===== config.mk =====
export PLATFORM = sky130hd
export DESIGN_NAME = imfs_status_top
export DESIGN_NICKNAME = d
export VERILOG_FILES = /design/src/imfs_pkg.sv /design/src/imfs_fault_classify.sv /design/src/imfs_status_top.sv
export VERILOG_INCLUDE_DIRS = /design/src
export SDC_FILE = /design/constraint.sdc
export NUM_CORES = 1
export LEC_CHECK = 0
export BUFFER_PORTS_ARGS = -buffer_cell sky130_fd_sc_hd__buf_2
export CORE_UTILIZATION = 25
export CTS_CLUSTER_SIZE = 20
export DETAILED_ROUTE_END_ITERATION = 10
export SLEW_MARGIN = 10
export SYNTH_ARGS = -nofsm -noshare
export SYNTH_HDL_FRONTEND = slang
export SYNTH_HIERARCHICAL = 1
export SYNTH_SLANG_ARGS = --single-unit

===== constraint.sdc =====
create_clock -name core_clk -period 5.9 [get_ports core_clk]
set_clock_uncertainty 0.15 [all_clocks]
set_input_delay 0.59 -clock core_clk [delete_from_list [all_inputs] [get_ports core_clk]]
set_output_delay 0.59 -clock core_clk [all_outputs]
set_load 0.005 [all_outputs]

===== src/imfs_defs.svh =====
`ifndef IMFS_DEFS_SVH
`define IMFS_DEFS_SVH

// ****************************************************************
// register addresses (byte addresses on the register bus)
// ****************************************************************
`define IMFS_MISSED_IRQ_FLAGS_ADDR 32'h4000a820
`define IMFS_AUX_BUS_FAULT_CAUSE_ADDR 32'he000ed3c
`define IMFS_EVENT_STATUS_ADDR 32'h4000a880
`define IMFS_EVENT_MASK_ADDR 32'h4000a884

// ****************************************************************
// reset values and implemented-bit masks
// ****************************************************************
`define IMFS_MISSED_IRQ_FLAGS_RESET 32'h0000_0000
`define IMFS_MISSED_IRQ_FLAGS_MASK 32'h0000_fffc
`define IMFS_AUX_BUS_FAULT_CAUSE_RESET 32'h0000_0000
`define IMFS_AUX_BUS_FAULT_CAUSE_MASK 32'h0000_000f
`define IMFS_EVENT_RESET 32'h0000_0000
`define IMFS_EVENT_MASK_BITS 32'h0000_0003

// ****************************************************************
// field positions
// ****************************************************************
`define IMFS_PIN_IRQ_D_LOST_BIT 15
`define IMFS_PIN_IRQ_A_LOST_BIT 12
`define IMFS_CONVERTER_IRQ_LOST_BIT 11
`define IMFS_RADIO_RX_IRQ_LOST_BIT 10
`define IMFS_RADIO_TIMER_IRQ_LOST_BIT 8
`define IMFS_SECURITY_IRQ_LOST_BIT 7
`define IMFS_SLEEP_TIMER_IRQ_LOST_BIT 4
`define IMFS_MANAGEMENT_IRQ_LOST_BIT 2
`define IMFS_BAD_WIDTH_FAULT_BIT 3
`define IMFS_PRIVILEGE_FAULT_BIT 2
`define IMFS_UNMAPPED_ADDRESS_FAULT_BIT 1
`define IMFS_OVERLAP_FAULT_BIT 0
`define IMFS_EV_MISSED_BIT 0
`define IMFS_EV_FAULT_BIT 1

// ****************************************************************
// bus answers
// ****************************************************************
`define IMFS_RESP_OKAY 2'b00
`define IMFS_RESP_SLVERR 2'b10

// ****************************************************************
// memory map of the checked regions
// ****************************************************************
`define IMFS_APB_BASE 32'h4000_0000
`define IMFS_APB_BLOCKS 16
`define IMFS_APB_LAST_OFF {16{12'h0fc}}
`define IMFS_SYS_APB_BASE 32'h4000_0000
`define IMFS_SYS_APB_SIZE 32'h0000_4000
`define IMFS_SYS_AHB_BASE 32'he000_0000
`define IMFS_SYS_AHB_SIZE 32'h0010_0000
`define IMFS_RAM_BASE 32'h2000_0000
`define IMFS_RAM_SIZE 32'h0000_3000
`define IMFS_RAM_WIN 32'h2000_0000
`define IMFS_PROT_RAM_BASE 32'h2000_0000
`define IMFS_PROT_RAM_SIZE 32'h0000_0400
`define IMFS_FLASH_BASE 32'h0000_0000
`define IMFS_FLASH_SIZE 32'h0002_0000
`define IMFS_FLASH_WIN 32'h2000_0000

`endif


===== src/imfs_pkg.sv =====
package imfs_pkg;

  // ****************************************************************
  // access width as seen on the monitored fabric
  // ****************************************************************
  typedef enum logic [1:0] {
    IMFS_SZ_BYTE = 2'b00,
    IMFS_SZ_HALF = 2'b01,
    IMFS_SZ_WORD = 2'b10
  } imfs_size_e;

  // one observed fabric access
  typedef struct packed {
    logic [31:0] addr;
    imfs_size_e size;
    logic write;
    logic priv;
  } imfs_access_s;

  // causes found for one access, before the overlap check
  typedef struct packed {
    logic bad_width_fault;
    logic privilege_fault;
    logic unmapped_address_fault;
  } imfs_cause_s;

endpackage : imfs_pkg


===== src/imfs_fault_classify.sv =====
`timescale 1ns/1ps
`default_nettype none
`include "imfs_defs.svh"

// classifies one fabric access into bus fault causes, purely combinational
module imfs_fault_classify import imfs_pkg::*; #(
  parameter logic [31:0] APB_BASE = `IMFS_APB_BASE,
  parameter int APB_BLOCKS = `IMFS_APB_BLOCKS,
  parameter logic [16*12-1:0] APB_LAST_OFF = `IMFS_APB_LAST_OFF,
  parameter logic [31:0] SYS_APB_BASE = `IMFS_SYS_APB_BASE,
  parameter logic [31:0] SYS_APB_SIZE = `IMFS_SYS_APB_SIZE,
  parameter logic [31:0] SYS_AHB_BASE = `IMFS_SYS_AHB_BASE,
  parameter logic [31:0] SYS_AHB_SIZE = `IMFS_SYS_AHB_SIZE,
  parameter logic [31:0] RAM_BASE = `IMFS_RAM_BASE,
  parameter logic [31:0] RAM_SIZE = `IMFS_RAM_SIZE,
  parameter logic [31:0] RAM_WIN = `IMFS_RAM_WIN,
  parameter logic [31:0] PROT_RAM_BASE = `IMFS_PROT_RAM_BASE,
  parameter logic [31:0] PROT_RAM_SIZE = `IMFS_PROT_RAM_SIZE,
  parameter logic [31:0] FLASH_BASE = `IMFS_FLASH_BASE,
  parameter logic [31:0] FLASH_SIZE = `IMFS_FLASH_SIZE,
  parameter logic [31:0] FLASH_WIN = `IMFS_FLASH_WIN
) (
  // observed access
  input wire imfs_access_s acc,
  // causes found
  output imfs_cause_s cause
);

  // ****************************************************************
  // region decode
  // ****************************************************************
  // half-open window test, done in 33 bits so a window at the top does not wrap
  function automatic logic in_win(input logic [31:0] a, input logic [31:0] b,
                                  input logic [31:0] s);
    in_win = ({1'b0, a} >= {1'b0, b}) && ({1'b0, a} < ({1'b0, b} + {1'b0, s}));
  endfunction : in_win

  localparam logic [31:0] APB_SPAN = 32'(APB_BLOCKS) << 12;

  wire logic in_apb = in_win(acc.addr, APB_BASE, APB_SPAN);
  wire logic [3:0] blk_idx = acc.addr[15:12];
  wire logic [11:0] blk_last = APB_LAST_OFF[blk_idx*12 +: 12];
  wire logic in_sys = in_win(acc.addr, SYS_APB_BASE, SYS_APB_SIZE) ||
                      in_win(acc.addr, SYS_AHB_BASE, SYS_AHB_SIZE);
  wire logic in_prot_ram = in_win(acc.addr, PROT_RAM_BASE, PROT_RAM_SIZE);
  // above top of ram or flash but still inside its address window
  wire logic past_ram = in_win(acc.addr, RAM_BASE, RAM_WIN) &&
                        !in_win(acc.addr, RAM_BASE, RAM_SIZE);
  wire logic past_flash = in_win(acc.addr, FLASH_BASE, FLASH_WIN) &&
                          !in_win(acc.addr, FLASH_BASE, FLASH_SIZE);
  wire logic word_misaligned = (acc.size == IMFS_SZ_WORD) && (acc.addr[1:0] != 2'b00);

  // ****************************************************************
  // causes
  // ****************************************************************
  assign cause.bad_width_fault = (in_apb && acc.size != IMFS_SZ_WORD) ||
                                 word_misaligned; // [RULE4]
  assign cause.privilege_fault = acc.write && !acc.priv &&
                                 (in_sys || in_prot_ram); // [RULE5]
  assign cause.unmapped_address_fault = (in_apb && acc.addr[11:0] > blk_last) || // [RULE6]
                                        past_ram || past_flash; // [RULE7]

endmodule : imfs_fault_classify

`default_nettype wire


===== src/imfs_status_top.sv =====
`timescale 1ns/1ps
`default_nettype none
`include "imfs_defs.svh"

// Contract
// RULE1: missed flag register, zero after reset
// RULE2: bits 15..8 flags for pins, converter, radio
// RULE3: bits 7..2 flags for security, serial, sleep, baseband, management
// RULE4: narrow apb or misaligned word sets width fault
// RULE5: unprivileged system or protected write sets privilege fault
// RULE6: apb access above last register is unmapped
// RULE7: access past ram or flash end is unmapped
// RULE8: fault while cause bit set sets overlap
// RULE9: unused bits of both registers read zero
// RULE10: new event while pending sets sticky flag

module imfs_status_top import imfs_pkg::*; #(
  parameter logic [31:0] APB_BASE = `IMFS_APB_BASE,
  parameter int APB_BLOCKS = `IMFS_APB_BLOCKS,
  parameter logic [16*12-1:0] APB_LAST_OFF = `IMFS_APB_LAST_OFF,
  parameter logic [31:0] SYS_APB_BASE = `IMFS_SYS_APB_BASE,
  parameter logic [31:0] SYS_APB_SIZE = `IMFS_SYS_APB_SIZE,
  parameter logic [31:0] SYS_AHB_BASE = `IMFS_SYS_AHB_BASE,
  parameter logic [31:0] SYS_AHB_SIZE = `IMFS_SYS_AHB_SIZE,
  parameter logic [31:0] RAM_BASE = `IMFS_RAM_BASE,
  parameter logic [31:0] RAM_SIZE = `IMFS_RAM_SIZE,
  parameter logic [31:0] RAM_WIN = `IMFS_RAM_WIN,
  parameter logic [31:0] PROT_RAM_BASE = `IMFS_PROT_RAM_BASE,
  parameter logic [31:0] PROT_RAM_SIZE = `IMFS_PROT_RAM_SIZE,
  parameter logic [31:0] FLASH_BASE = `IMFS_FLASH_BASE,
  parameter logic [31:0] FLASH_SIZE = `IMFS_FLASH_SIZE,
  parameter logic [31:0] FLASH_WIN = `IMFS_FLASH_WIN
) (
  // clock and reset
  input wire logic core_clk,
  input wire logic rst,
  // axi4-lite write address
  input wire logic [31:0] s_axi_awaddr,
  input wire logic [2:0] s_axi_awprot,
  input wire logic s_axi_awvalid,
  output logic s_axi_awready,
  // axi4-lite write data
  input wire logic [31:0] s_axi_wdata,
  input wire logic [3:0] s_axi_wstrb,
  input wire logic s_axi_wvalid,
  output logic s_axi_wready,
  // axi4-lite write response
  output logic [1:0] s_axi_bresp,
  output logic s_axi_bvalid,
  input wire logic s_axi_bready,
  // axi4-lite read address
  input wire logic [31:0] s_axi_araddr,
  input wire logic [2:0] s_axi_arprot,
  input wire logic s_axi_arvalid,
  output logic s_axi_arready,
  // axi4-lite read data
  output logic [31:0] s_axi_rdata,
  output logic [1:0] s_axi_rresp,
  output logic s_axi_rvalid,
  input wire logic s_axi_rready,
  // interrupt sources, same clock
  input wire logic [15:0] src_irq_event,
  input wire logic [15:0] src_irq_pending,
  // monitored fabric access, same clock
  input wire logic fab_access_valid,
  input wire imfs_access_s fab_access,
  // fault answer and interrupt
  output logic fab_fault,
  output logic irq
);

  // ****************************************************************
  // helpers
  // ****************************************************************
  // merge a written word into a register under byte strobes
  function automatic logic [31:0] strb_merge(input logic [31:0] old,
                                             input logic [31:0] nw,
                                             input logic [3:0] strb);
    logic [31:0] res;
    res = old;
    for (int i = 0; i < 4; i++) begin
      if (strb[i]) begin
        res[i*8 +: 8] = nw[i*8 +: 8];
      end
    end
    strb_merge = res;
  endfunction : strb_merge

  // one-hot register decode, shared by read and write paths
  function automatic logic [3:0] reg_hit(input logic [31:0] a);
    reg_hit = {a == `IMFS_EVENT_MASK_ADDR, a == `IMFS_EVENT_STATUS_ADDR,
               a == `IMFS_AUX_BUS_FAULT_CAUSE_ADDR, a == `IMFS_MISSED_IRQ_FLAGS_ADDR};
  endfunction : reg_hit

  // ****************************************************************
  // state
  // ****************************************************************
  logic aw_full_q, aw_full_d;
  logic w_full_q, w_full_d;
  logic [31:0] awaddr_q;
  logic [31:0] wdata_q;
  logic [3:0] wstrb_q;
  logic awready_q, wready_q, bvalid_q, bvalid_d;
  logic [1:0] bresp_q;
  logic arready_q, rvalid_q, rvalid_d;
  logic [31:0] rdata_q;
  logic [1:0] rresp_q;
  logic [31:0] missed_irq_flags_q, missed_irq_flags_d;
  logic [31:0] aux_bus_fault_cause_q, aux_bus_fault_cause_d;
  logic [31:0] event_status_q, event_status_d;
  logic [31:0] event_mask_q, event_mask_d;
  logic fab_fault_q, irq_q;

  // ****************************************************************
  // write channel handshakes
  // ****************************************************************
  // address and data are caught independently, so either may come first
  wire logic aw_take = s_axi_awvalid && awready_q;
  wire logic w_take = s_axi_wvalid && wready_q;
  wire logic wr_fire = aw_full_q && w_full_q;
  wire logic [3:0] wr_hit = reg_hit(awaddr_q);
  wire logic wr_mapped = |wr_hit;

  assign aw_full_d = !wr_fire && (aw_full_q || aw_take);
  assign w_full_d = !wr_fire && (w_full_q || w_take);
  assign bvalid_d = wr_fire || (bvalid_q && !s_axi_bready);

  // holding registers for the write pair
  always_ff @(posedge core_clk or posedge rst) begin
    if (rst) begin
      aw_full_q <= 1'b0;
      w_full_q <= 1'b0;
      awaddr_q <= 32'h0000_0000;
      wdata_q <= 32'h0000_0000;
      wstrb_q <= 4'h0;
    end else begin
      aw_full_q <= aw_full_d;
      w_full_q <= w_full_d;
      if (aw_take) begin
        awaddr_q <= s_axi_awaddr;
      end
      if (w_take) begin
        wdata_q <= s_axi_wdata;
        wstrb_q <= s_axi_wstrb;
      end
    end
  end

  // readies drop while a channel is held or a response waits
  always_ff @(posedge core_clk or posedge rst) begin
    if (rst) begin
      awready_q <= 1'b1;
      wready_q <= 1'b1;
      bvalid_q <= 1'b0;
      bresp_q <= `IMFS_RESP_OKAY;
    end else begin
      awready_q <= !aw_full_d && !bvalid_d;
      wready_q <= !w_full_d && !bvalid_d;
      bvalid_q <= bvalid_d;
      if (wr_fire) begin
        bresp_q <= wr_mapped ? `IMFS_RESP_OKAY : `IMFS_RESP_SLVERR; // unmapped gets slverr
      end
    end
  end

  // ****************************************************************
  // read channel
  // ****************************************************************
  wire logic ar_take = s_axi_arvalid && arready_q;
  wire logic [3:0] rd_hit = reg_hit(s_axi_araddr);

  // unimplemented bits are masked on the way out too
  wire logic [31:0] rd_word =
    ({32{rd_hit[0]}} & missed_irq_flags_q & `IMFS_MISSED_IRQ_FLAGS_MASK) | // [RULE9]
    ({32{rd_hit[1]}} & aux_bus_fault_cause_q & `IMFS_AUX_BUS_FAULT_CAUSE_MASK) | // [RULE9]
    ({32{rd_hit[2]}} & event_status_q) |
    ({32{rd_hit[3]}} & event_mask_q);

  assign rvalid_d = ar_take || (rvalid_q && !s_axi_rready);

  // data is captured at the address edge and held until taken
  always_ff @(posedge core_clk or posedge rst) begin
    if (rst) begin
      arready_q <= 1'b1;
      rvalid_q <= 1'b0;
      rdata_q <= 32'h0000_0000;
      rresp_q <= `IMFS_RESP_OKAY;
    end else begin
      arready_q <= !rvalid_d;
      rvalid_q <= rvalid_d;
      if (ar_take) begin
        rdata_q <= rd_word;
        rresp_q <= (|rd_hit) ? `IMFS_RESP_OKAY : `IMFS_RESP_SLVERR;
      end
    end
  end

  // ****************************************************************
  // missed interrupt flags
  // ****************************************************************
  // a fresh event on a source still pending means one was lost
  wire logic [31:0] miss_set = {16'h0000, src_irq_event & src_irq_pending} &
                               `IMFS_MISSED_IRQ_FLAGS_MASK; // [RULE10] [RULE2] [RULE3]
  wire logic miss_wr = wr_fire && wr_hit[0];
  wire logic [31:0] miss_base = miss_wr ?
                                strb_merge(missed_irq_flags_q, wdata_q, wstrb_q) :
                                missed_irq_flags_q;

  // hardware set wins over a software write in the same cycle
  assign missed_irq_flags_d = (miss_base | miss_set) &
                              `IMFS_MISSED_IRQ_FLAGS_MASK; // [RULE10] [RULE9]

  // ****************************************************************
  // bus fault causes
  // ****************************************************************
  imfs_cause_s cause;

  imfs_fault_classify #(
    .APB_BASE(APB_BASE),
    .APB_BLOCKS(APB_BLOCKS),
    .APB_LAST_OFF(APB_LAST_OFF),
    .SYS_APB_BASE(SYS_APB_BASE),
    .SYS_APB_SIZE(SYS_APB_SIZE),
    .SYS_AHB_BASE(SYS_AHB_BASE),
    .SYS_AHB_SIZE(SYS_AHB_SIZE),
    .RAM_BASE(RAM_BASE),
    .RAM_SIZE(RAM_SIZE),
    .RAM_WIN(RAM_WIN),
    .PROT_RAM_BASE(PROT_RAM_BASE),
    .PROT_RAM_SIZE(PROT_RAM_SIZE),
    .FLASH_BASE(FLASH_BASE),
    .FLASH_SIZE(FLASH_SIZE),
    .FLASH_WIN(FLASH_WIN)
  ) u_classify (
    .acc(fab_access),
    .cause(cause)
  );

  wire logic fault_now = fab_access_valid && (|cause); // [RULE4] [RULE5] [RULE6] [RULE7]
  // overlap looks at the register as it stood before this fault
  wire logic overlap = fault_now && (|aux_bus_fault_cause_q); // [RULE8]
  wire logic [31:0] fault_set = fault_now ?
    {28'h0000000, cause.bad_width_fault, cause.privilege_fault,
     cause.unmapped_address_fault, overlap} : 32'h0000_0000;
  wire logic aux_wr = wr_fire && wr_hit[1];
  wire logic [31:0] aux_base = aux_wr ?
                               strb_merge(aux_bus_fault_cause_q, wdata_q, wstrb_q) :
                               aux_bus_fault_cause_q;

  // new causes win over a clearing write
  assign aux_bus_fault_cause_d = (aux_base | fault_set) &
                                 `IMFS_AUX_BUS_FAULT_CAUSE_MASK; // [RULE8] [RULE9]

  // ****************************************************************
  // event status and mask
  // ****************************************************************
  wire logic [31:0] ev_set = {30'h00000000, fault_now, |miss_set};
  wire logic st_wr = wr_fire && wr_hit[2];
  wire logic mk_wr = wr_fire && wr_hit[3];
  wire logic [31:0] st_clr = st_wr ? strb_merge(32'h0000_0000, wdata_q, wstrb_q) :
                             32'h0000_0000;

  // write one clears, set in the same cycle wins
  assign event_status_d = ((event_status_q & ~st_clr) | ev_set) & `IMFS_EVENT_MASK_BITS;
  assign event_mask_d = (mk_wr ? strb_merge(event_mask_q, wdata_q, wstrb_q) : event_mask_q) &
                        `IMFS_EVENT_MASK_BITS;

  // ****************************************************************
  // register file
  // ****************************************************************
  always_ff @(posedge core_clk or posedge rst) begin
    if (rst) begin
      missed_irq_flags_q <= `IMFS_MISSED_IRQ_FLAGS_RESET; // [RULE1]
      aux_bus_fault_cause_q <= `IMFS_AUX_BUS_FAULT_CAUSE_RESET;
      event_status_q <= `IMFS_EVENT_RESET;
      event_mask_q <= `IMFS_EVENT_RESET;
    end else begin
      missed_irq_flags_q <= missed_irq_flags_d;
      aux_bus_fault_cause_q <= aux_bus_fault_cause_d;
      event_status_q <= event_status_d;
      event_mask_q <= event_mask_d;
    end
  end

  // ****************************************************************
  // outputs
  // ****************************************************************
  // irq follows the stored status one cycle later, so it lags a new event by two cycles
  always_ff @(posedge core_clk or posedge rst) begin
    if (rst) begin
      fab_fault_q <= 1'b0;
      irq_q <= 1'b0;
    end else begin
      fab_fault_q <= fault_now;
      irq_q <= |(event_status_q & event_mask_q);
    end
  end

  assign s_axi_awready = awready_q;
  assign s_axi_wready = wready_q;
  assign s_axi_bvalid = bvalid_q;
  assign s_axi_bresp = bresp_q;
  assign s_axi_arready = arready_q;
  assign s_axi_rvalid = rvalid_q;
  assign s_axi_rdata = rdata_q;
  assign s_axi_rresp = rresp_q;
  assign fab_fault = fab_fault_q;
  assign irq = irq_q;

endmodule : imfs_status_top

`default_nettype wire


### Word level (Yosys, flattened, before mapping)

Index checks and enable logic that the tools add are counted.

| operators by class | value |
|---|---|
| add/subtract/negate cells | 0 |
| multipliers | 1 |
| div/mod/pow operators | 0 |
| magnitude comparators | 12 |
| equal/unequal tests | 10 |
| shift-type cells | 1 |
| mux-type cells | 10 |
| bitwise gates (word level) | 14 |
| reductions and logical operators | 56 |

Operator list:

| cell | number |
|---|---|
| $eq A32 B31 Y1 const B | 6 |
| $shiftx A192 B9 Y12 const A | 1 |
| $lt A32 B30 Y1 const B | 3 |
| $lt A32 B31 Y1 const B | 3 |
| $and A32 B2 Y32 | 2 |
| $eq A32 B32 Y1 const B | 2 |
| $and A16 B16 Y16 | 2 |
| $ge A32 B30 Y1 const B | 1 |
| $ge A32 B31 Y1 const B | 1 |
| $ge A32 B32 Y1 const B | 1 |
| $lt A32 B18 Y1 const B | 1 |
| $lt A32 B32 Y1 const B | 1 |
| $or A16 B32 Y32 | 1 |
| $or A32 B32 Y32 | 1 |
| $reduce_or A32 Y1 | 1 |
| $logic_and A1 B1 Y1 | 29 |
| $mux W16 | 1 |
| $mux W8 | 2 |
| $or A16 B16 Y16 | 1 |
| $or A16 B4 Y16 | 1 |
| $reduce_or A14 Y1 | 1 |
| $gt A12 B12 Y1 | 1 |
| $mux W4 | 3 |
| $reduce_or A4 Y1 | 3 |
| other kinds (14) | 35 |

| word-level totals | value |
|---|---|
| bits in registers | 119 |
| latch bits | 0 |
| RAM bits | 0 |
| bits in read-only memories | 0 |
| input port bits | 182 |
| memories | 0 |

### Longest topological paths before layout

Gate-level depths: netlist of the first run.

| depth | value |
|---|---|
| depth after elaboration | 11 |
| mapped depth | 7 |

### Cells and area by module

Netlist of the first run, hierarchy kept.

By module, submodules not included:

| module | instances | cells each | area an instance (um^2) | sequential area each (um^2) |
|---|---|---|---|---|
| imfs_status_top | 1 | 381 | 4,529.3 | 2,481.1 |
| imfs_fault_classify | 1 | 28 | 177.7 | 0.0 |

### Worst setup path after synthesis of the first run

No wires, ideal clock.

| timing path | value |
|---|---|
| kind | input to register |
| start | input port fab_access[27] (netlist name) |
| end | register aux_bus_fault_cause_q[0] |
| arrival time | 2.044 ns |
| required time | 5.681 ns |
| slack | 3.637 ns |
| cell stages on the path | 7 |
| cells stage by stage | nor4_2 nand4_1 or4_1 mux2i_1 o31a_1 o41ai_1 nand3_1 |

RTL lines:

| element | line | RTL |
|---|---|---|
| start: declaration | imfs_status_top.sv:66 | `input wire imfs_access_s fab_access,` |
| end signal: assignment | imfs_status_top.sv:274 | `` aux_bus_fault_cause_q <= `IMFS_AUX_BUS_FAULT_CAUSE_RESET; `` |
| end signal: assignment | imfs_status_top.sv:279 | `aux_bus_fault_cause_q <= aux_bus_fault_cause_d;` |
| end: declaration | imfs_status_top.sv:109 | `logic [31:0] aux_bus_fault_cause_q, aux_bus_fault_cause_d;` |

### Worst setup path after layout of the first run

| timing path | value |
|---|---|
| start | register awaddr_q[4] |
| end | register missed_irq_flags_q[12] |

| on the way | value |
|---|---|
| longest elaborated chain between the ends | 4 |

Ends and longest elaborated chain:

| element | line | RTL |
|---|---|---|
| start: declaration | imfs_status_top.sv:100 | `logic [31:0] awaddr_q;` |
| start signal: assignment | imfs_status_top.sv:140 | `awaddr_q <= s_axi_awaddr;` |
| $eq A32 B31 Y1 (no line) | n/a |  |
| $logic_and A1 B1 Y1 | imfs_status_top.sv:204 | `wire logic miss_wr = wr_fire && wr_hit[0];` |
| $mux W16 | imfs_status_top.sv:205 | `wire logic [31:0] miss_base = miss_wr ?` |
| $or A16 B16 Y16 | imfs_status_top.sv:210 | `assign missed_irq_flags_d = (miss_base \| miss_set) &` |
| via missed_irq_flags_d[12] | imfs_status_top.sv:108 | `logic [31:0] missed_irq_flags_q, missed_irq_flags_d;` |
| end signal: assignment | imfs_status_top.sv:273 | `` missed_irq_flags_q <= `IMFS_MISSED_IRQ_FLAGS_RESET; `` |
| end signal: assignment | imfs_status_top.sv:278 | `missed_irq_flags_q <= missed_irq_flags_d;` |
| end: declaration | imfs_status_top.sv:108 |  |

The timed path passes the listed nets, and every way through them passes these cells.
A chain may end at the register's enable or synchronous reset.

==> results.sh, run 1 <==
export IMPL_fin_area_um2=6120
export IMPL_drt_wl_total_mm=12.1
export IMPL_start_kind="flip-flop"
export IMPL_period_needed_ps=2890
export IMPL_grt_setup_unrepaired="false"
export IMPL_drt_first_pass_iters=7
export IMPL_num_rows=49
export IMPL_port_buffers=178
export IMPL_path_class="flip-flop to flip-flop"
export IMPL_clkLatencyLatePin_ps=350
export IMPL_die_area_um2=19400
export IMPL_yosys_area_share_xor_xnor=0
export IMPL_synth_avg_cell_area_um2=11.5
export IMPL_final_nets=767
export IMPL_clock_root_buffer="clkbuf_16"
export IMPL_yosysTopAreaCellShare=0.510
export IMPL_cts_made_buffers=9
export IMPL_yosys_area_share_simple=0.186
export IMPL_initial_core_util=0.259
export IMPL_area_growth_synth_to_final_pct=30.0
export IMPL_yosys_cell_count_top_type="dfrtp_1"
export IMPL_grt_pass1_wl_mm=18.7
export IMPL_clock_sinks=99
export IMPL_setup_violations=0
export IMPL_drtAntennaViolNets=0
export IMPL_synth_mux_area_frac=0.142
export IMPL_antenna_found_initial=5
export IMPL_groute_usage_overall=0.125
export IMPL_cp_arrival_ps=3030
export IMPL_cts_tree="built"
export IMPL_grt_pass1_vias=3624
export IMPL_hold_buffers=0
export IMPL_drv_slew=0
export IMPL_place_inst=803
export IMPL_cts_clk_slew_worst_paths_ps=70
export IMPL_h_tree_depth=3
export IMPL_slew_headroom=0.266
export IMPL_final_util=0.336
export IMPL_syn_inst=409
export IMPL_seq_area_frac_synth=0.527
export IMPL_grt_ovfl_total=0
export IMPL_final_cells=823
export IMPL_grt_max_degree=76
export IMPL_synth_compound_area_frac=0.0909
export IMPL_failed_checks="DRC"
export IMPL_finalSetupTns_ps=0
export IMPL_drv_cap=0
export IMPL_post_cts_resized=0
export IMPL_crit_fanout=28
export IMPL_ys_warn_count=6
export IMPL_ir_drop_mv=0.285
export IMPL_post_route_period_util=0.490
export IMPL_worst_slack_ps=3010
export IMPL_io_pins=225
export IMPL_finalWeightedCongestion=0.720
export IMPL_synth_top_family_by_area="simple AND/OR/NAND/NOR gates"
export IMPL_critPathRequiredTime_ps=6040
export IMPL_finalHoldViolCount=0
export IMPL_detail_route_vias_per_cell=4.58
export IMPL_drive_above_1_share=0.444
export IMPL_wire_per_inst_um=14.8
export IMPL_fmax_mhz=346
export IMPL_worstMarginPinSlew_ps=1100
export IMPL_postCtsSetupBuffers=0
export IMPL_coreArea_um2=18200
export IMPL_yosysUniqueCellTypes=48
export IMPL_synthTopCellsByCount="96 x dfrtp_1, 54 x mux2_2, 34 x nand2_1"
export IMPL_status="finished with violations"
export IMPL_place_hpwl_mm=9.23
export IMPL_synth_ff_type="dfrtp_1"
export IMPL_clockBufferDepth=2
export IMPL_ys_ff_latch=99
export IMPL_die_w_um=139
export IMPL_synthTopCellsByArea="dfrtp_1 51%, mux2_2 13%, buf_4 3.2%"
export IMPL_dpl_cell_area_um2=5770
export IMPL_vias=3770
export IMPL_synth_area_leader_cell="dfrtp_1"
export IMPL_syn_area_um2=4710
export IMPL_drcViolationCount=32
export IMPL_synth_edf_count=0
export IMPL_pre_cts_ws_ps=3040
export IMPL_synthArstFlopShare=1.00
export IMPL_r2r_cells=4
export IMPL_drt_initial_drc_count=201
export IMPL_hold_class="input pin to asynchronous set/reset pin"
export IMPL_leakage_nw=2.72
export IMPL_powerDensity_nw_per_um2=352
export IMPL_synthAdderAreaFrac=0
export IMPL_die_h_um=139
export IMPL_cp_end_kind="flip-flop"
==> flip-flops by register name, indices dropped and copies added, names as in the netlist <==
register / count
aux_bus_fault_cause_q: 4
aw_full_q: 1
awaddr_q: 32
event_mask_q: 2
event_status_q: 2
fab_fault: 1
irq: 1
missed_irq_flags_q: 14
s_axi_arready: 1
s_axi_awready: 1
s_axi_bresp: 1
s_axi_bvalid: 1
s_axi_rdata: 16
s_axi_rresp: 1
s_axi_rvalid: 1
s_axi_wready: 1
w_full_q: 1
wdata_q: 16
wstrb_q: 2
==> routing by layer <==
layer  vias to the layer above  share of wire  track usage
met4                         2          0.011       0.0327
li1                       1876              -            -
met5                         -         0.0011            0
met1                      1737           0.47        0.160
met2                       141           0.43        0.188
met3                        14          0.083       0.0568
==> worst paths after layout <==
path	start	end	slack, ps
hold reg to reg	s_axi_rdata[1]	s_axi_rdata[1]	320
max in group asynchronous	rst	s_axi_rdata[12]	4290
setup reg to reg	awaddr_q[4]	missed_irq_flags_q[12]	3010
setup / recovery	awaddr_q[4]	missed_irq_flags_q[12]	3010
hold / removal	rst	awaddr_q[12]	50
min in group core_clk	s_axi_awvalid	s_axi_awready	240
==> area by class of cell <==
cell class / count / area, µm²
diodes: 4 / 10.0
clock buffers: 11 / 233
clock inverters: 5 / 103
fillers: 1843 / 12100
inverters: 13 / 51.3
multi-input cells: 281 / 2040
flip-flops and latches: 99 / 2480
well taps: 229 / 287
repair buffers: 181 / 913
==> cells by family (layout without fill, tap and decap cells) <==
kind of cell           count (synthesis)  count (layout)
other                                  1              22
flip-flops                            99              99
AO/OA/AOI/OAI                         56              56
AND/OR/NAND/NOR                      147             147
multiplexers                          60              60
buffers and inverters                 46             210
==> layout by cell type (no fill, tap or decap), drive strengths merged, types with 2 or more instances in the layout <==
| cell type | instances |
|---|---|
| a211oi | 2 |
| a21oi | 6 |
| a22o | 13 |
| a22oi | 4 |
| and3 | 3 |
| buf | 181 |
| bufinv | 3 |
| clkbuf | 11 |
| conb | 18 |
| dfrtp | 96 |
| dfstp | 3 |
| diode | 4 |
| inv | 13 |
| mux2 | 54 |
| mux2i | 6 |
| nand2 | 34 |
| nand2b | 4 |
| nand3 | 22 |
| nand3b | 4 |
| nand4 | 17 |
| nand4b | 2 |
| nor2 | 7 |
| nor2b | 2 |
| nor3 | 8 |
| nor3b | 2 |
| nor4 | 12 |
| nor4b | 2 |
| o21ai | 6 |
| o31a | 2 |
| o31ai | 7 |
| o41ai | 11 |
| or3 | 2 |
| or4 | 21 |
==> where the power goes <==
part / leakage (nW) / switching, mW / internal [mW]
Clock: 0.160 / 0.251 / 0.414
Sequential: 1.14 / 0.148 / 0.880
Combinational: 1.42 / 0.190 / 0.269
Total: 2.72 / 0.589 / 1.56
==> worst max-delay path, cell delays in order (launching register included) <==
cell     delay, ps
dfrtp_1        410
nor3_1         380
nand4_1        940
or4_1          840
nand3_1        100
==> metrics by stage <==
step	power [mW]	hold WS, ps
after floorplan	1.34	283
after global placement	1.49	314
final	2.15	46.5
after CTS	2.18	40.9
after detailed placement	1.50	317
after global routing	2.27	55.7
No activity file was read; power rests on OpenSTA's default activity.
==> run 2, diff against run 1 <==
Settings changed: ABC_AREA set to 1.
Clock period 5.9 ns to 2.7 ns, I/O delays scaled along.
==> run 2 against run 1 <==
- the run now ends clean
- final area is 16% higher
- die area increased by 8.8%
- sequential share of layout area down 5.6 points
- global-route usage up 1.2 points
- utilization grew 1.6 points
- setup slack worse by 2300 ps
- synthesized cell count rose by 74%
- synthesized area rose by 8.9%
- critical path depth fell by 1
- power grew 110%
- sequential power is 110% higher
- count of clock-buffer cells in the layout increased by 1
==> results.sh, run 2 <==
export IMPL_drtAntennaViolNets=0
export IMPL_clock_root_buffer="clkbuf_16"
export IMPL_num_rows=52
export IMPL_diodes=0
export IMPL_powerDensity_nw_per_um2=641
export IMPL_post_route_period_util=0.754
export IMPL_grt_pass1_wl_mm=23.1
export IMPL_worstReg2RegEnd="awaddr_q[6]"
export IMPL_n_fill_cell=2176
export IMPL_drt_first_pass_iters=6
export IMPL_yosys_area_share_xor_xnor=0
export IMPL_finalWeightedCongestion=0.768
export IMPL_clockBufferDepth=2
export IMPL_crit_fanout=44
export IMPL_holdCritStartpoint="src_irq_pending[5]"
export IMPL_cts_made_buffers=9
export IMPL_ys_ff_latch=99
export IMPL_final_common_cell="nand2_1"
export IMPL_grt_max_degree=45
export IMPL_ir_drop_mv=0.678
export IMPL_min_path_cells=3
export IMPL_port_buffers=178
export IMPL_die_w_um=145
export IMPL_leakage_nw=3.71
export IMPL_synthArstFlopShare=1.00
export IMPL_critPathRequiredTime_ps=2780
export IMPL_worstMarginPinSlew_ps=1080
export IMPL_syn_area_um2=5130
export IMPL_ys_warn_count=6
export IMPL_die_area_um2=21100
export IMPL_final_cell_mix="281 x nand2_1, 178 x buf_2, 96 x dfrtp_1"
export IMPL_grt_pass1_vias=4980
export IMPL_final_nets=1126
export IMPL_wire_per_inst_um=11.5
export IMPL_cp_arrival_ps=2120
export IMPL_synth_area_leader_cell="dfrtp_1"
export IMPL_yosysUniqueCellTypes=30
export IMPL_fin_area_um2=7100
export IMPL_synth_compound_area_frac=0.0237
export IMPL_hold_end="missed_irq_flags_q[5]"
export IMPL_clock_sinks=99
export IMPL_synth_ff_type="dfrtp_1"
export IMPL_start_kind="flip-flop"
export IMPL_synth_avg_cell_area_um2=7.22
export IMPL_drt_initial_drc_count=193
export IMPL_clkLatencyLatePin_ps=350
export IMPL_path_class="flip-flop to flip-flop"
export IMPL_finalSetupTns_ps=0
export IMPL_r2r_slack_ps=660
export IMPL_fmax_mhz=491
export IMPL_cts_clk_slew_worst_paths_ps=70
export IMPL_synth_edf_count=0
export IMPL_io_pins=225
export IMPL_drt_wl_total_mm=14.1
export IMPL_dpl_cell_area_um2=6300
export IMPL_detail_route_vias_per_cell=4.14
export IMPL_largest_register_ffs=32
export IMPL_pre_cts_ws_ps=609
export IMPL_synthTopCellsByArea="dfrtp_1 47%, nand2_1 21%, nand3_1 8.4%"
export IMPL_drv_cap=0
export IMPL_seq_area_frac_synth=0.484
export IMPL_antenna_found_initial=0
export IMPL_top_register="awaddr_q"
export IMPL_setup_violations=0
export IMPL_yosysTopAreaCellShare=0.469
export IMPL_die_h_um=145
export IMPL_area_growth_synth_to_final_pct=38.4
export IMPL_synthAdderAreaFrac=0
export IMPL_vias=5046
export IMPL_synth_mux_area_frac=0
export IMPL_cts_tree="built"
export IMPL_multi_input_area_um2=2290
export IMPL_crit_path_cell_trace="nand2_1 -> clkinv_1 -> o21ai_0"
export IMPL_synth_top_family_by_area="simple AND/OR/NAND/NOR gates"
export IMPL_period_needed_ps=2040
export IMPL_seqCellArea_um2=2480
export IMPL_grt_ovfl_total=0
export IMPL_yosys_cell_count_top_type="nand2_1"
export IMPL_drcViolationCount=0
export IMPL_grt_setup_unrepaired="false"
export IMPL_drv_slew=0
export IMPL_coreArea_um2=20200
export IMPL_place_hpwl_mm=10.6
export IMPL_worst_slack_ps=663
export IMPL_initial_core_util=0.254
export IMPL_h_tree_depth=3
export IMPL_r2r_cells=3
export IMPL_post_cts_resized=0
export IMPL_path_buf_inv=1
export IMPL_r2r_start="s_axi_awready"
export IMPL_groute_usage_overall=0.137
export IMPL_slowest_delay_ps=830
export IMPL_cp_end_kind="flip-flop"
export IMPL_syn_inst=710
export IMPL_synthTopCellsByCount="281 x nand2_1, 96 x dfrtp_1, 93 x nor2_1"
export IMPL_slew_headroom=0.275
export IMPL_hold_class="input pin to flip-flop"
export IMPL_crit_slowest_cell="clkinv_1"
export IMPL_crit_family="buffers and inverters"
export IMPL_finalHoldViolCount=0
export IMPL_drive_above_1_share=0.240
export IMPL_status="complete, no violations"
export IMPL_yosys_area_share_simple=0.410
-- run 2: cell types whose count changed after synthesis, sizes merged, moves of 11 or more --
cell	change
or4	-21
nand2	+254
mux2	-54
a22o	-12
o21ai	+11
inv	+42
nand3	+64
nor2	+97
-- run 2: logic make-up after synthesis --
logic type / count (synthesis)
AOI/OAI and AO/OA: 22
buffers and inverters: 89
and+or+nand+nor: 499
DFF: 99
other: 1
-- run 2: worst min-delay path: cells and delay by family --
kind	cells	cell delay [ps]
simple gates	2	140
buf+inv	1	80
-- run 2: layer usage --
metal  share of wire  vias up  global-route usage  routed length, µm
li1                -     2659                   -                  -
met1            0.46     2244               0.166               6440
met2            0.48      127               0.238               6810
met3           0.043       16              0.0352                610
met4           0.015        0              0.0405                216
met5               0        -                   0                  0
-- run 2: stage by stage --
step	util	hold WS, ps	power [mW]	instances
final	0.352	19.4	4.55	1219
after global routing	0.352	17.1	4.92	1219
after CTS	0.352	5.37	4.62	1219
after detailed placement	0.313	263	3.33	1151
after global placement	0.313	263	3.30	1151
after floorplan	-	230	2.90	727
-- run 2: worst max-delay path by stage --
stage	startpoint	slack, ps	depth (start not counted)	to
after global routing	s_axi_awready	410	3	awaddr_q[3]
final	s_axi_awready	660	3	awaddr_q[6]
after CTS	s_axi_awready	610	3	awaddr_q[6]
after detailed placement	s_axi_awvalid	610	4	awaddr_q[28]
after floorplan	rst	1110	1	aux_bus_fault_cause_q[0]
after global placement	s_axi_awvalid	690	6	s_axi_awready
-- run 2: where the power goes --
| part | switching [mW] | internal [mW] | total [mW] |
|---|---|---|---|
| Clock | 0.547 | 0.649 | 1.20 |
| Sequential | 0.262 | 1.91 | 2.17 |
| Combinational | 0.697 | 0.480 | 1.18 |
-- run 2: cell type report --
class | instances | area share
tap | 270 | 0.0476
clock buffer | 12 | 0.0347
clock inverter | 4 | 0.00370
timing repair buffer | 238 | 0.211
sequential | 99 | 0.350
multi-input combinational | 539 | 0.323
inverter | 57 | 0.0307
-- run 2: timing repair --
action,in CTS,in global routing
setup endpoints to repair,0,0
buffers inserted,0,0
endpoints found under the hold margin,79,0
hold buffers,52,0
